===== src/verilog/dhp_pkg.sv =====
// Purpose: Shared constants and types for the dual style host bus port.
// Assumes: One 20 MHz system clock; host pins are asynchronous and pass a two flop sync.
// Notes: Register contents live outside this block, behind a byte access port.
package dhp_pkg;
    localparam int unsigned DHP_ADDR_W = 9;
    localparam int unsigned DHP_DATA_W = 8;
    localparam int unsigned DHP_SYNC_STAGES = 2;
    // Clock rate and least ready delay after a strobe edge is seen
    localparam int unsigned DHP_CLK_MHZ = 20;
    localparam int unsigned DHP_ACK_DELAY_NS = 50;
    localparam int unsigned DHP_ACK_DELAY_CYC =
        ((DHP_ACK_DELAY_NS * DHP_CLK_MHZ + 999) / 1000 < 1) ? 1 :
        (DHP_ACK_DELAY_NS * DHP_CLK_MHZ + 999) / 1000;
    localparam logic [3:0] DHP_ACK_CNT_INIT = 4'(DHP_ACK_DELAY_CYC);
    localparam logic [DHP_ADDR_W-1:0] DHP_ADDR_RST = 9'h000;
    localparam logic [DHP_DATA_W-1:0] DHP_DATA_RST = 8'h00;
    // Synchroniser reset levels {chip select, latch strobe, read, write}
    localparam logic [3:0] DHP_PIN_IDLE = 4'hB;

    typedef logic [DHP_ADDR_W-1:0] dhp_addr_t;
    typedef logic [DHP_DATA_W-1:0] dhp_data_t;

    typedef enum logic [2:0] {
        DHP_IDLE,
        DHP_READ,
        DHP_WRITE,
        DHP_DONE
    } dhp_state_e;
endpackage


===== src/verilog/dhp_host_port.sv =====
// Purpose: Host side of the framer, two bus styles chosen by a strap.
// Assumes: Register storage sits outside and answers reads in the same cycle.
// Notes: Strobes are sampled by the system clock, so edges are seen late
//        by up to two clock periods; hosts must hold strobes accordingly.
//        Address and data pass the same stages, so they line up with the edges.
`timescale 1ns/1ns

// **************************************************************
// Operation
// **************************************************************
module dhp_host_port (
    input wire logic i_clk_sys,
    input wire logic i_rst_b,
    input wire logic i_bus_style_select,
    input wire logic i_cs_b,
    input wire dhp_pkg::dhp_addr_t i_addr,
    input wire dhp_pkg::dhp_data_t i_data,
    output dhp_pkg::dhp_data_t o_data,
    output logic o_data_oe,
    input wire logic i_address_latch_strobe,
    input wire logic i_read_or_data_strobe,
    input wire logic i_write_or_dir,
    output logic o_cycle_done_ack,
    output logic o_int_oe,
    output logic o_int_b,
    input wire logic i_int_pending,
    output logic o_rst_sys_b,
    output dhp_pkg::dhp_addr_t o_reg_addr,
    output dhp_pkg::dhp_data_t o_reg_wdata,
    output logic o_reg_wr,
    output logic o_reg_rd,
    input wire dhp_pkg::dhp_data_t i_reg_rdata
);
    import dhp_pkg::*;

    // **************************************************************
    // Reset and synchronisers
    // **************************************************************
    logic rst_sys_b;
    logic [3:0] pins_sync;
    logic [3:0] pins_rst;
    logic cs_b_s;
    logic als_s;
    logic rds_s;
    logic wrd_s;
    logic [DHP_ADDR_W+DHP_DATA_W-1:0] bus_sync;
    logic [DHP_ADDR_W+DHP_DATA_W-1:0] bus_rst;
    dhp_addr_t addr_s;
    dhp_data_t data_s;

    dhp_rst_sync u_rst_sync (
        .i_clk_sys(i_clk_sys),
        .i_rst_b(i_rst_b),
        .o_rst_sys_b(rst_sys_b)
    );

    // Idle levels: chip select, read and write high; latch strobe low
    assign pins_rst = DHP_PIN_IDLE;

    dhp_sync #(
        .WIDTH(4)
    ) u_pin_sync (
        .i_clk_sys(i_clk_sys),
        .i_rst_sys_b(rst_sys_b),
        .i_async({i_cs_b, i_address_latch_strobe, i_read_or_data_strobe, i_write_or_dir}
                 ^ pins_rst),
        .i_rst_val(pins_rst),
        .o_sync(pins_sync)
    );

    assign cs_b_s = pins_sync[3];
    assign als_s = pins_sync[2];
    assign rds_s = pins_sync[1];
    assign wrd_s = pins_sync[0];

    // **************************************************************
    // Address and data alignment
    // **************************************************************
    // Address and data ride the same two stages as the strobes, so the
    // value used at a detected edge is the one present at the pin edge.
    // Without this a host that moves the bus right after the edge
    // would have a later value latched.
    assign bus_rst = {DHP_ADDR_RST, DHP_DATA_RST};

    dhp_sync #(
        .WIDTH(DHP_ADDR_W + DHP_DATA_W)
    ) u_bus_sync (
        .i_clk_sys(i_clk_sys),
        .i_rst_sys_b(rst_sys_b),
        .i_async({i_addr, i_data} ^ bus_rst),
        .i_rst_val(bus_rst),
        .o_sync(bus_sync)
    );

    assign addr_s = bus_sync[DHP_DATA_W +: DHP_ADDR_W];
    assign data_s = bus_sync[DHP_DATA_W-1:0];

    // **************************************************************
    // Access state
    // **************************************************************
    typedef struct packed {
        dhp_state_e state;
        logic style;
        logic style_valid;
        // Previous synchronised levels, for edge detection
        logic als_d;
        logic rds_d;
        logic wrd_d;
        logic [3:0] ack_cnt;
        logic ack;
        logic oe;
        dhp_addr_t addr;
        dhp_data_t rdata;
        dhp_data_t wdata;
        logic wr;
        logic rd;
    } dhp_port_s;

    dhp_port_s st_ff;
    dhp_port_s nxt_st;

    // **************************************************************
    // Edge decode
    // **************************************************************
    function automatic logic fell(input logic prev, input logic cur);
        fell = prev & ~cur;
    endfunction

    function automatic logic rose(input logic prev, input logic cur);
        rose = ~prev & cur;
    endfunction

    logic sel;
    logic rd_start;
    logic rd_end;
    logic wr_start;
    logic wr_end;
    logic addr_take;

    always_comb begin
        sel = ~cs_b_s;
        // strap picks which strobe edges mean what
        if (st_ff.style) begin
            addr_take = rose(st_ff.als_d, als_s);
            rd_start = fell(st_ff.rds_d, rds_s) & wrd_s;
            wr_start = fell(st_ff.rds_d, rds_s) & ~wrd_s;
            rd_end = rose(st_ff.rds_d, rds_s);
            wr_end = rose(st_ff.rds_d, rds_s);
        end else begin
            addr_take = fell(st_ff.als_d, als_s);
            rd_start = fell(st_ff.rds_d, rds_s);
            wr_start = fell(st_ff.wrd_d, wrd_s);
            rd_end = rose(st_ff.rds_d, rds_s);
            wr_end = rose(st_ff.wrd_d, wrd_s);
        end
    end

    // **************************************************************
    // Next state
    // **************************************************************
    always_comb begin
        nxt_st = st_ff;
        nxt_st.als_d = als_s;
        nxt_st.rds_d = rds_s;
        nxt_st.wrd_d = wrd_s;
        nxt_st.wr = 1'b0;
        nxt_st.rd = 1'b0;
        // Strap is caught once after reset release, never under reset
        if (!st_ff.style_valid) begin
            nxt_st.style = i_bus_style_select;
            nxt_st.style_valid = 1'b1;
        end
        if (addr_take && sel) begin
            nxt_st.addr = addr_s;
        end
        case (st_ff.state)
            DHP_IDLE: begin
                nxt_st.ack = 1'b0;
                nxt_st.oe = 1'b0;
                // A strobe edge while deselected is dropped, not queued
                if (sel && rd_start) begin
                    nxt_st.state = DHP_READ;
                    nxt_st.rd = 1'b1;
                    nxt_st.ack_cnt = DHP_ACK_CNT_INIT;
                end else if (sel && wr_start) begin
                    nxt_st.state = DHP_WRITE;
                    nxt_st.ack_cnt = DHP_ACK_CNT_INIT;
                end
            end
            DHP_READ: begin
                nxt_st.oe = 1'b1;
                // Store answers in the pulse cycle, so the byte is taken then
                if (st_ff.rd) begin
                    nxt_st.rdata = i_reg_rdata;
                end
                if (st_ff.ack_cnt != 4'h0) begin
                    nxt_st.ack_cnt = st_ff.ack_cnt - 4'h1;
                end else begin
                    nxt_st.ack = 1'b1;
                end
                if (rd_end || cs_b_s) begin
                    nxt_st.oe = 1'b0;
                    nxt_st.state = DHP_DONE;
                end
            end
            DHP_WRITE: begin
                // Data strobe low holds write data; latch on its release
                if (st_ff.style) begin
                    nxt_st.wdata = data_s;
                end
                if (st_ff.ack_cnt != 4'h0) begin
                    nxt_st.ack_cnt = st_ff.ack_cnt - 4'h1;
                end else begin
                    nxt_st.ack = 1'b1;
                end
                if (wr_end) begin
                    if (!st_ff.style) begin
                        nxt_st.wdata = data_s;
                    end
                    nxt_st.wr = sel;
                    nxt_st.ack = 1'b1;
                    nxt_st.state = DHP_DONE;
                end else if (cs_b_s) begin
                    // Deselect mid-write abandons the byte; nothing reaches the store
                    nxt_st.state = DHP_DONE;
                end
            end
            DHP_DONE: begin
                // Ack held one cycle past the strobe release, then withdrawn
                nxt_st.ack = 1'b0;
                nxt_st.oe = 1'b0;
                nxt_st.state = DHP_IDLE;
            end
            default: begin
                nxt_st.state = DHP_IDLE;
            end
        endcase
    end

    // **************************************************************
    // Register update
    // **************************************************************
    // Fields reset one by one so each power-on default stays visible
    always_ff @(posedge i_clk_sys or negedge rst_sys_b) begin
        if (!rst_sys_b) begin
            st_ff.state <= DHP_IDLE;
            st_ff.style <= 1'b0;
            st_ff.style_valid <= 1'b0;
            st_ff.als_d <= 1'b0;
            st_ff.rds_d <= 1'b1;
            st_ff.wrd_d <= 1'b1;
            st_ff.ack_cnt <= 4'h0;
            st_ff.ack <= 1'b0;
            st_ff.oe <= 1'b0;
            st_ff.addr <= DHP_ADDR_RST;
            st_ff.rdata <= DHP_DATA_RST;
            st_ff.wdata <= DHP_DATA_RST;
            st_ff.wr <= 1'b0;
            st_ff.rd <= 1'b0;
        end else begin
            st_ff <= nxt_st;
        end
    end

    // **************************************************************
    // Outputs
    // **************************************************************
    assign o_data = st_ff.rdata;
    // Enable drops at once on a deselect, ahead of the state machine
    assign o_data_oe = st_ff.oe & ~st_ff.rd & ~cs_b_s;
    // Both styles present the done level low on the shared pin
    assign o_cycle_done_ack = ~st_ff.ack;
    // Open drain: drive low only, so output level is always zero
    assign o_int_b = 1'b0;
    assign o_int_oe = i_int_pending;
    assign o_rst_sys_b = rst_sys_b;
    assign o_reg_addr = st_ff.addr;
    assign o_reg_wdata = st_ff.wdata;
    assign o_reg_wr = st_ff.wr;
    assign o_reg_rd = st_ff.rd;
endmodule


===== src/verilog/dhp_sync.sv =====
// Purpose: Two flip-flop synchroniser for a group of host pin levels.
// Assumes: Inputs may change at any time relative to the clock.
// Notes: First stage feeds only the second stage.
`timescale 1ns/1ns
module dhp_sync #(
    parameter int unsigned WIDTH = 1
) (
    input wire logic i_clk_sys,
    input wire logic i_rst_sys_b,
    input wire logic [WIDTH-1:0] i_async,
    input wire logic [WIDTH-1:0] i_rst_val,
    output logic [WIDTH-1:0] o_sync
);
    typedef struct packed {
        logic [WIDTH-1:0] meta_ff;
        logic [WIDTH-1:0] sync_ff;
    } dhp_sync_s;

    dhp_sync_s st_ff;
    dhp_sync_s nxt_st;

    always_comb begin
        nxt_st = st_ff;
        nxt_st.meta_ff = i_async;
        nxt_st.sync_ff = st_ff.meta_ff;
    end

    // Reset value is a parameter-like constant tied at the instance
    always_ff @(posedge i_clk_sys or negedge i_rst_sys_b) begin
        if (!i_rst_sys_b) begin
            st_ff <= '0;
        end else begin
            st_ff <= nxt_st;
        end
    end

    assign o_sync = st_ff.sync_ff ^ i_rst_val;
endmodule


===== src/verilog/dhp_rst_sync.sv =====
// Purpose: Releases the master reset through two flip-flops.
// Assumes: i_rst_b may fall at any time; assertion acts at once.
// Notes: Release is aligned to the system clock.
`timescale 1ns/1ns
module dhp_rst_sync (
    input wire logic i_clk_sys,
    input wire logic i_rst_b,
    output logic o_rst_sys_b
);
    typedef struct packed {
        logic stage1_ff;
        logic stage2_ff;
    } dhp_rst_s;

    dhp_rst_s st_ff;
    dhp_rst_s nxt_st;

    always_comb begin
        nxt_st = st_ff;
        nxt_st.stage1_ff = 1'b1;
        nxt_st.stage2_ff = st_ff.stage1_ff;
    end

    always_ff @(posedge i_clk_sys or negedge i_rst_b) begin
        if (!i_rst_b) begin
            st_ff <= '0;
        end else begin
            st_ff <= nxt_st;
        end
    end

    assign o_rst_sys_b = st_ff.stage2_ff;
endmodule


===== config.mk =====
export PLATFORM = sky130hd
export DESIGN_NAME = dhp_host_port
export DESIGN_NICKNAME = d
export VERILOG_FILES = /design/src/verilog/dhp_pkg.sv /design/src/verilog/dhp_host_port.sv /design/src/verilog/dhp_sync.sv /design/src/verilog/dhp_rst_sync.sv
export SDC_FILE = /design/constraint.sdc
export NUM_CORES = 1
export LEC_CHECK = 0
export ABC_AREA = 1
export BUFFER_PORTS_ARGS = -buffer_cell sky130_fd_sc_hd__buf_4
export CAP_MARGIN = 20
export CORE_AREA = 5 5 90 92
export CTS_CLUSTER_SIZE = 24
export DETAILED_ROUTE_END_ITERATION = 12
export DIE_AREA = 0 0 95 97
export GPL_TIMING_DRIVEN = 0
export PLACE_DENSITY_LB_ADDON = 0.05
export REMOVE_ABC_BUFFERS = 1
export SLEW_MARGIN = 10
export SYNTH_ARGS = -nofsm -noshare
export SYNTH_HDL_FRONTEND = slang
export SYNTH_SLANG_ARGS = --single-unit

===== constraint.sdc =====
create_clock -name i_clk_sys -period 5.5 [get_ports i_clk_sys]
set_input_delay 0.275 -clock i_clk_sys [delete_from_list [all_inputs] [get_ports i_clk_sys]]
set_output_delay 0.275 -clock i_clk_sys [all_outputs]
set_load 0.1 [all_outputs]

==> flow_metrics.tcl, run 1 <==
set metrics [dict create \
    fillCellCount 664 \
    r2r_start "st_ff[38]" \
    period_minus_slack_ns 1.92 \
    period_share_pct 35.0 \
    n_antenna_cell 0 \
    hp-class "primary input to flip-flop" \
    outcome "finished, final reports clean" \
    max_stage_delay_ns 0.60 \
    reg2reg_depth 7 \
    drtPass1Iterations 4 \
    yosysSeqAreaShare_pct 66.7 \
    max_freq_ghz 0.520 \
    timing.rr.end "st_ff[32]" \
    maxSlewViolCount 0 \
    portBuffers 61 \
    power_density_nw_per_um2 623 \
    drive_above_1_share_pct 29.7 \
    place_hpwl_um 3640 \
    path_class "flip-flop to primary output" \
    required_ns 5.22 \
    netlist_instances 279 \
    grt_pass1_vias 1926 \
    syn_area_um2 3150 \
    cp-end-kind "primary output" \
    io_pins 65 \
    grtUsageTotal_pct 12.9 \
    synth_ff_type "dfrtp_1" \
    nNetsFinal 366 \
    grt-ovfl-total 0 \
    synth_top_cell_area_share_pct 65.1 \
    post-cts-setup-buffers 0 \
    via_per_inst 4.41 \
    final_cells 429 \
    path_cells "buf_16 -> buf_4" \
    final_core_util_pct 53.1 \
    arrival_ns 1.65 \
    yosys_warnings 0 \
    fin_hold_ws_ns 0.0276 \
    fp.dieArea_um2 9220 \
    tns_ns 0 \
    yosysTopAreaCell "dfrtp_1" \
    drt-total-wl_um 5220 \
    crit_slowest_cell "dfrtp_4" \
    routabilityCongestion 0.721 \
    drtAntennaViolNets 0 \
    htreeDepth 3 \
    core_area_um2 7140 \
    synth.distinct_cells 20 \
    crit_start "u_rst_sync.o_rst_sys_b" \
    dr_total_vias 1892 \
    dr.first_iter.drc_count 69 \
    cap_violations 0 \
    crit_fanout 66 \
    clockBufferDepth 2 \
    fp-row-count 31 \
    synth_edf_count 0 \
    hold_viol 0 \
    total_power_w 0.00236 \
    die_x_um 95 \
    syn_avg_cell_area_um2 11.3 \
    vdd_drop_max_uv 324 \
    wl_per_cell_um 12.2 \
    syn_to_final_growth_pct 20.3 \
    grt_antenna_before_repair 0 \
    cts_inserted_buffers 9 \
    grt_pass1_wl_um 9090 \
    rsz0062_at_grt "no" \
    slew_headroom_pct 64.6 \
    p_leak_nw 1.95 \
    fin_skew_ns 0.0119 \
    synth_common_cells "dfrtp_1 (82), nand2_1 (70), buf_4 (27), nand3_1 (25), inv_1 (19)" \
    grt_max_degree 67 \
    dp_cells 412 \
    die_h_um 97 \
    yosys_register_bits 84 \
    cts_tree "built" \
    yosys-top-cells-area "dfrtp_1 (65%), nand2_1 (8.3%), buf_4 (6.4%)" \
    drc_errors 0 \
    worstSkewPairLatency_ns 0.35 \
    finalSetupViolCount 0 \
    clk_pin_slew_ns 0.09 \
    yosys.cell_count.top_type "dfrtp_1" \
    numClockSinks 84 \
    endpoint "o_rst_sys_b" \
    cts_root_buf "clkbuf_8" \
    ys_async_sr_fraction_pct 100 \
    rrSetupSlack_ns 3.74 \
    initial_core_util_pct 44.2 \
    startpoint_type "flip-flop" \
    tightest_slew_ns 0.530 \
]
-- per-stage QoR --
step	cell area, um^2	worst slack [ns]
after global routing	3790	3.42
after detailed placement	3560	3.73
final	3790	3.58
after floorplan	2950	2.17
after global placement	3530	1.86
after CTS	3790	3.51
-- cell families (layout without fill, tap and decap cells) --
group / after synthesis / in the layout / share of synthesized area [%]
AND/OR/NAND/NOR: 114 / 114 / 15.2
flip-flops: 84 / 84 / 66.7
buffers and inverters: 49 / 99 / 9.05
AO/OA/AOI/OAI: 14 / 14 / 2.70
adder cells (fa/ha/maj): 8 / 8 / 3.17
multiplexers: 8 / 8 / 2.86
other: 2 / 3 / 0.238
-- critical path: cells and delay by family, from the launching register on --
kind	cells	cell delay, ns
buffers and inverters	2	0.68
DFF	1	0.60
-- flip-flops by register name (all words and copies together), names as in the netlist --
name                    cells
o_data                      8
o_reg_addr                  9
o_reg_rd                    1
o_reg_wdata                 8
o_reg_wr                    1
st_ff                      13
u_bus_sync.nxt_st          17
u_bus_sync.st_ff           17
u_pin_sync.nxt_st           4
u_pin_sync.st_ff            4
u_rst_sync.nxt_st           1
u_rst_sync.o_rst_sys_b      1
-- where the power goes --
part	total [W]	internal (W)	switching (W)
Clock	0.000484	0.000260	0.000224
Sequential	0.000807	0.000736	0.0000710
Combinational	0.00107	0.000248	0.000822
Total	0.00236	0.00124	0.00112
-- worst min path at each step --
stage | slack, ns | start | to | cells after the start
floorplan | -0.02 | i_rst_b | u_rst_sync.nxt_st[0] | 0
global placement | 0.06 | i_rst_b | u_rst_sync.nxt_st[0] | 1
detailed placement | 0.06 | i_rst_b | u_rst_sync.nxt_st[0] | 1
CTS | 0.008 | i_addr[5] | u_bus_sync.nxt_st[13] | 1
global route | 0.0005 | i_addr[8] | u_bus_sync.nxt_st[16] | 1
finish | 0.03 | i_addr[0] | u_bus_sync.nxt_st[8] | 1
-- placed cells by master, fill, tap and decap left out --
master and count:
a21o_1 1, a21oi_1 5, a31oi_1 1, buf_16 1
buf_4 61, bufinv_16 2, clkbuf_8 9, clkinv_2 2
clkinv_4 1, conb_1 3, dfrtp_1 81, dfrtp_4 1
dfstp_2 2, dlygate4sd3_1 1, ha_1 8, inv_1 19
inv_2 1, inv_6 1, inv_8 1, mux2_2 8
nand2_1 70, nand2_2 4, nand3_1 25, nand3_2 1
nor2_1 12, o21ai_0 6, o21ai_4 1, or2_2 2
-- repair_timing --
item	CTS	global route
hold buffers	1	0
endpoints found under the hold margin	2	0
gates resized for setup	0	0
setup endpoints to repair	0	0
-- area by class of cell --
type / instances / area, um^2 / share of cell area [%]
Multi-Input combinational cell: 147 / 767 / 20.2
Sequential cell: 84 / 2110 / 55.6
Tap cell: 99 / 124 / 3.27
Inverter: 20 / 75.1 / 1.98
Timing Repair Buffer: 63 / 495 / 13.1
Clock inverter: 7 / 98.8 / 2.61
Clock buffer: 9 / 124 / 3.27
-- routing by layer --
metal	global-route usage, %	vias to the layer above	part of all wire [%]
li1	-	943	-
met1	17.1	894	46
met2	19.1	46	47
met3	3.65	9	5.2
met4	6.33	0	1.7
met5	0	-	0
Note: power is estimated with default switching activity, not from simulation.
==> inputs of run 2 (changes only) <==
--- a/config.mk
+++ b/config.mk
@@ -5,13 +5,13 @@
 export SDC_FILE = /design/constraint.sdc
 export NUM_CORES = 1
 export LEC_CHECK = 0
-export ABC_AREA = 1
+export ABC_AREA = 0
 export BUFFER_PORTS_ARGS = -buffer_cell sky130_fd_sc_hd__buf_4
 export CAP_MARGIN = 20
-export CORE_AREA = 5 5 90 92
+export CORE_AREA = 5 5 91 93
 export CTS_CLUSTER_SIZE = 24
 export DETAILED_ROUTE_END_ITERATION = 12
-export DIE_AREA = 0 0 95 97
+export DIE_AREA = 0 0 96 98
 export GPL_TIMING_DRIVEN = 0
 export PLACE_DENSITY_LB_ADDON = 0.05
 export REMOVE_ABC_BUFFERS = 1
==> constraint.sdc (replaced) <==
create_clock -name i_clk_sys -period 1.9 [get_ports i_clk_sys]
set_input_delay 0.095 -clock i_clk_sys [delete_from_list [all_inputs] [get_ports i_clk_sys]]
set_output_delay 0.095 -clock i_clk_sys [all_outputs]
set_load 0.1 [all_outputs]
==> run 2 against run 1 <==
Hold slack better by 0.057 ns; power rose to 3.2 times the previous value; largest cell class unchanged; critical path type is now flip-flop to flip-flop; combinational power rose to 3.4 times the previous value; critical endpoint is now st_ff[38].
==> flow_metrics.tcl, run 2 <==
set metrics [dict create \
    outcome "finished, final reports clean" \
    hp-class "primary input to async pin" \
    die_x_um 96 \
    ys_async_sr_fraction_pct 100 \
    dr.first_iter.drc_count 57 \
    cts_inserted_buffers 9 \
    initial_core_util_pct 43.0 \
    fin_skew_ns 0.00911 \
    yosys.cell_count.top_type "dfrtp_1" \
    nNetsFinal 340 \
    hold_viol 0 \
    io_pins 65 \
    syn_avg_cell_area_um2 14.4 \
    period_share_pct 93.4 \
    cap_violations 0 \
    wl_met3_um 331 \
    drive_above_1_share_pct 39.5 \
    total_power_w 0.00748 \
    syn_area_um2 3210 \
    arrival_ns 2.00 \
    max_stage_delay_ns 0.41 \
    rsz0062_at_grt "yes" \
    cts_tree "built" \
    syn_to_final_growth_pct 30.4 \
    tightest_slew_ns 0.521 \
    die_h_um 98 \
    drc_errors 0 \
    path_cells "inv_1 -> ha_1 -> and2_1 -> a221oi_4 -> mux2_1" \
    grt_max_degree 47 \
    yosys_register_bits 84 \
    yosysTopAreaCell "dfrtp_1" \
    grt-ovfl-total 0 \
    portBuffers 61 \
    routabilityCongestion 0.757 \
    period_minus_slack_ns 1.77 \
    tns_ns 0 \
    htreeDepth 3 \
    dr_wl_met2_um 2540 \
    synth_ff_type "dfrtp_1" \
    wl_per_cell_um 12.8 \
    cp-end-kind "flip-flop" \
    worstSkewPairLatency_ns 0.34 \
    synth.distinct_cells 44 \
    crit_fanout 5 \
    dr_total_vias 1864 \
    grtUsageTotal_pct 12.6 \
    numClockSinks 84 \
    m1WireLength_um 2250 \
    final_common_cell "dfrtp_1" \
    final_cell_mix "dfrtp_1 (80), buf_4 (63), dlygate4sd3_1 (31)" \
    via_per_inst 4.59 \
    clk_pin_slew_ns 0.08 \
    grt_pass1_wl_um 9070 \
    slew_headroom_pct 65.3 \
    fp.dieArea_um2 9410 \
    max_freq_ghz 0.564 \
    maxSlewViolCount 0 \
    netlist_instances 223 \
    grt_pass1_vias 1898 \
    drtAntennaViolNets 0 \
    n_antenna_cell 0 \
    crit_slowest_cell "dfrtp_2" \
    cts_root_buf "clkbuf_8" \
    p_leak_nw 1.93 \
    synth_top_cell_area_share_pct 64.0 \
    place_hpwl_um 3450 \
    fp-row-count 32 \
    synth_edf_count 0 \
    required_ns 2.13 \
    core_area_um2 7450 \
    yosys-top-cells-area "dfrtp_1 (64%), mux2_2 (9.1%), buf_4 (6.6%)" \
    clockBufferDepth 2 \
    startpoint_type "flip-flop" \
    drt-total-wl_um 5180 \
    grt_antenna_before_repair 0 \
    yosysSeqAreaShare_pct 65.7 \
    yosys_warnings 0 \
    dr.max_layer_used "met4" \
    vdd_drop_max_uv 713 \
    power_density_nw_per_um2 1790 \
    synth_common_cells "dfrtp_1 (82), buf_4 (28), mux2_2 (26), nand2_1 (12), inv_1 (11)" \
    finalSetupViolCount 0 \
    path_class "flip-flop to flip-flop" \
    drtPass1Iterations 4 \
]
run 2: report_power, final:
group,internal [W],switching (W),leakage (nW)
logic,0.00107,0.00252,0.828
registers,0.00216,0.000236,0.988
clock network,0.000882,0.000612,0.118
run 2: critical path, delay by kind of cell, from the launching register on:
| kind | cells | cell delay [ns] |
|---|---|---|
| DFF | 1 | 0.41 |
| AOI/OAI and AO/OA | 1 | 0.34 |
| adders and majority gates | 1 | 0.26 |
| muxes | 1 | 0.34 |
| and+or+nand+nor | 1 | 0.21 |
| buffers and inverters | 1 | 0.11 |
run 2: final timing paths:
check	to	from	cells after the start	slack, ns
worst max-delay path	st_ff[38]	st_ff[38]	5	0.13
max in group asynchronous	st_ff[33]	u_rst_sync.o_rst_sys_b	1	0.94
min in group i_clk_sys	o_int_oe	i_int_pending	0	0.19
worst max register to register	st_ff[38]	st_ff[38]	5	0.13
worst min register to register	u_bus_sync.nxt_st[6]	u_rst_sync.o_rst_sys_b	0	0.31
worst min-delay path	u_rst_sync.o_rst_sys_b	i_rst_b	2	0.08
run 2: metrics by stage:
step / cells / hold slack [ns] / setup slack, ns / instance area (um^2) / util, %
2_1_floorplan: 193 / -0.201 / -1.43 / 2980 / -
3_3_place_gp: 356 / -0.123 / -1.56 / 3560 / 47.8
3_5_place_dp: 357 / -0.122 / -0.0783 / 3590 / 48.3
4_1_cts: 404 / 0.0417 / 0.0632 / 4160 / 55.8
5_1_grt: 406 / 0.0710 / -0.0198 / 4180 / 56.1
6_report: 406 / 0.0842 / 0.126 / 4180 / 56.1
run 2: area by class of cell:
type                       instances  area, um^2
clock buffer                      11         131
clock inverter                     5         108
fill                             649        3270
inverter                          12        45.0
multi-input combinational         97         848
sequential                        84        2110
tap                              102         128
timing repair buffer              95         811
run 2: logic make-up after synthesis:
family / count (synthesis) / share of synthesized area, %
buf+inv: 43 / 8.63
simple gates: 33 / 5.54
compound gates: 25 / 7.03
other cells: 2 / 0.234
fa+ha+maj: 8 / 3.12
mux: 28 / 9.80
flops: 84 / 65.7
run 2: layer usage:
layer	vias up	GRT usage, %
met4	0	4.60
met2	53	19.0
met3	6	4.78
li1	882	-
met5	-	0
met1	923	16.5
run 2: timing repair:
action | CTS | global route
hold endpoints to repair | 32 | 0
gates cloned | 0 | 0
pin swaps | 0 | 0
resized for setup | 2 | 4
hold buffers | 31 | 0
endpoints found under the setup margin | 1 | 5
buffers inserted | 0 | 2
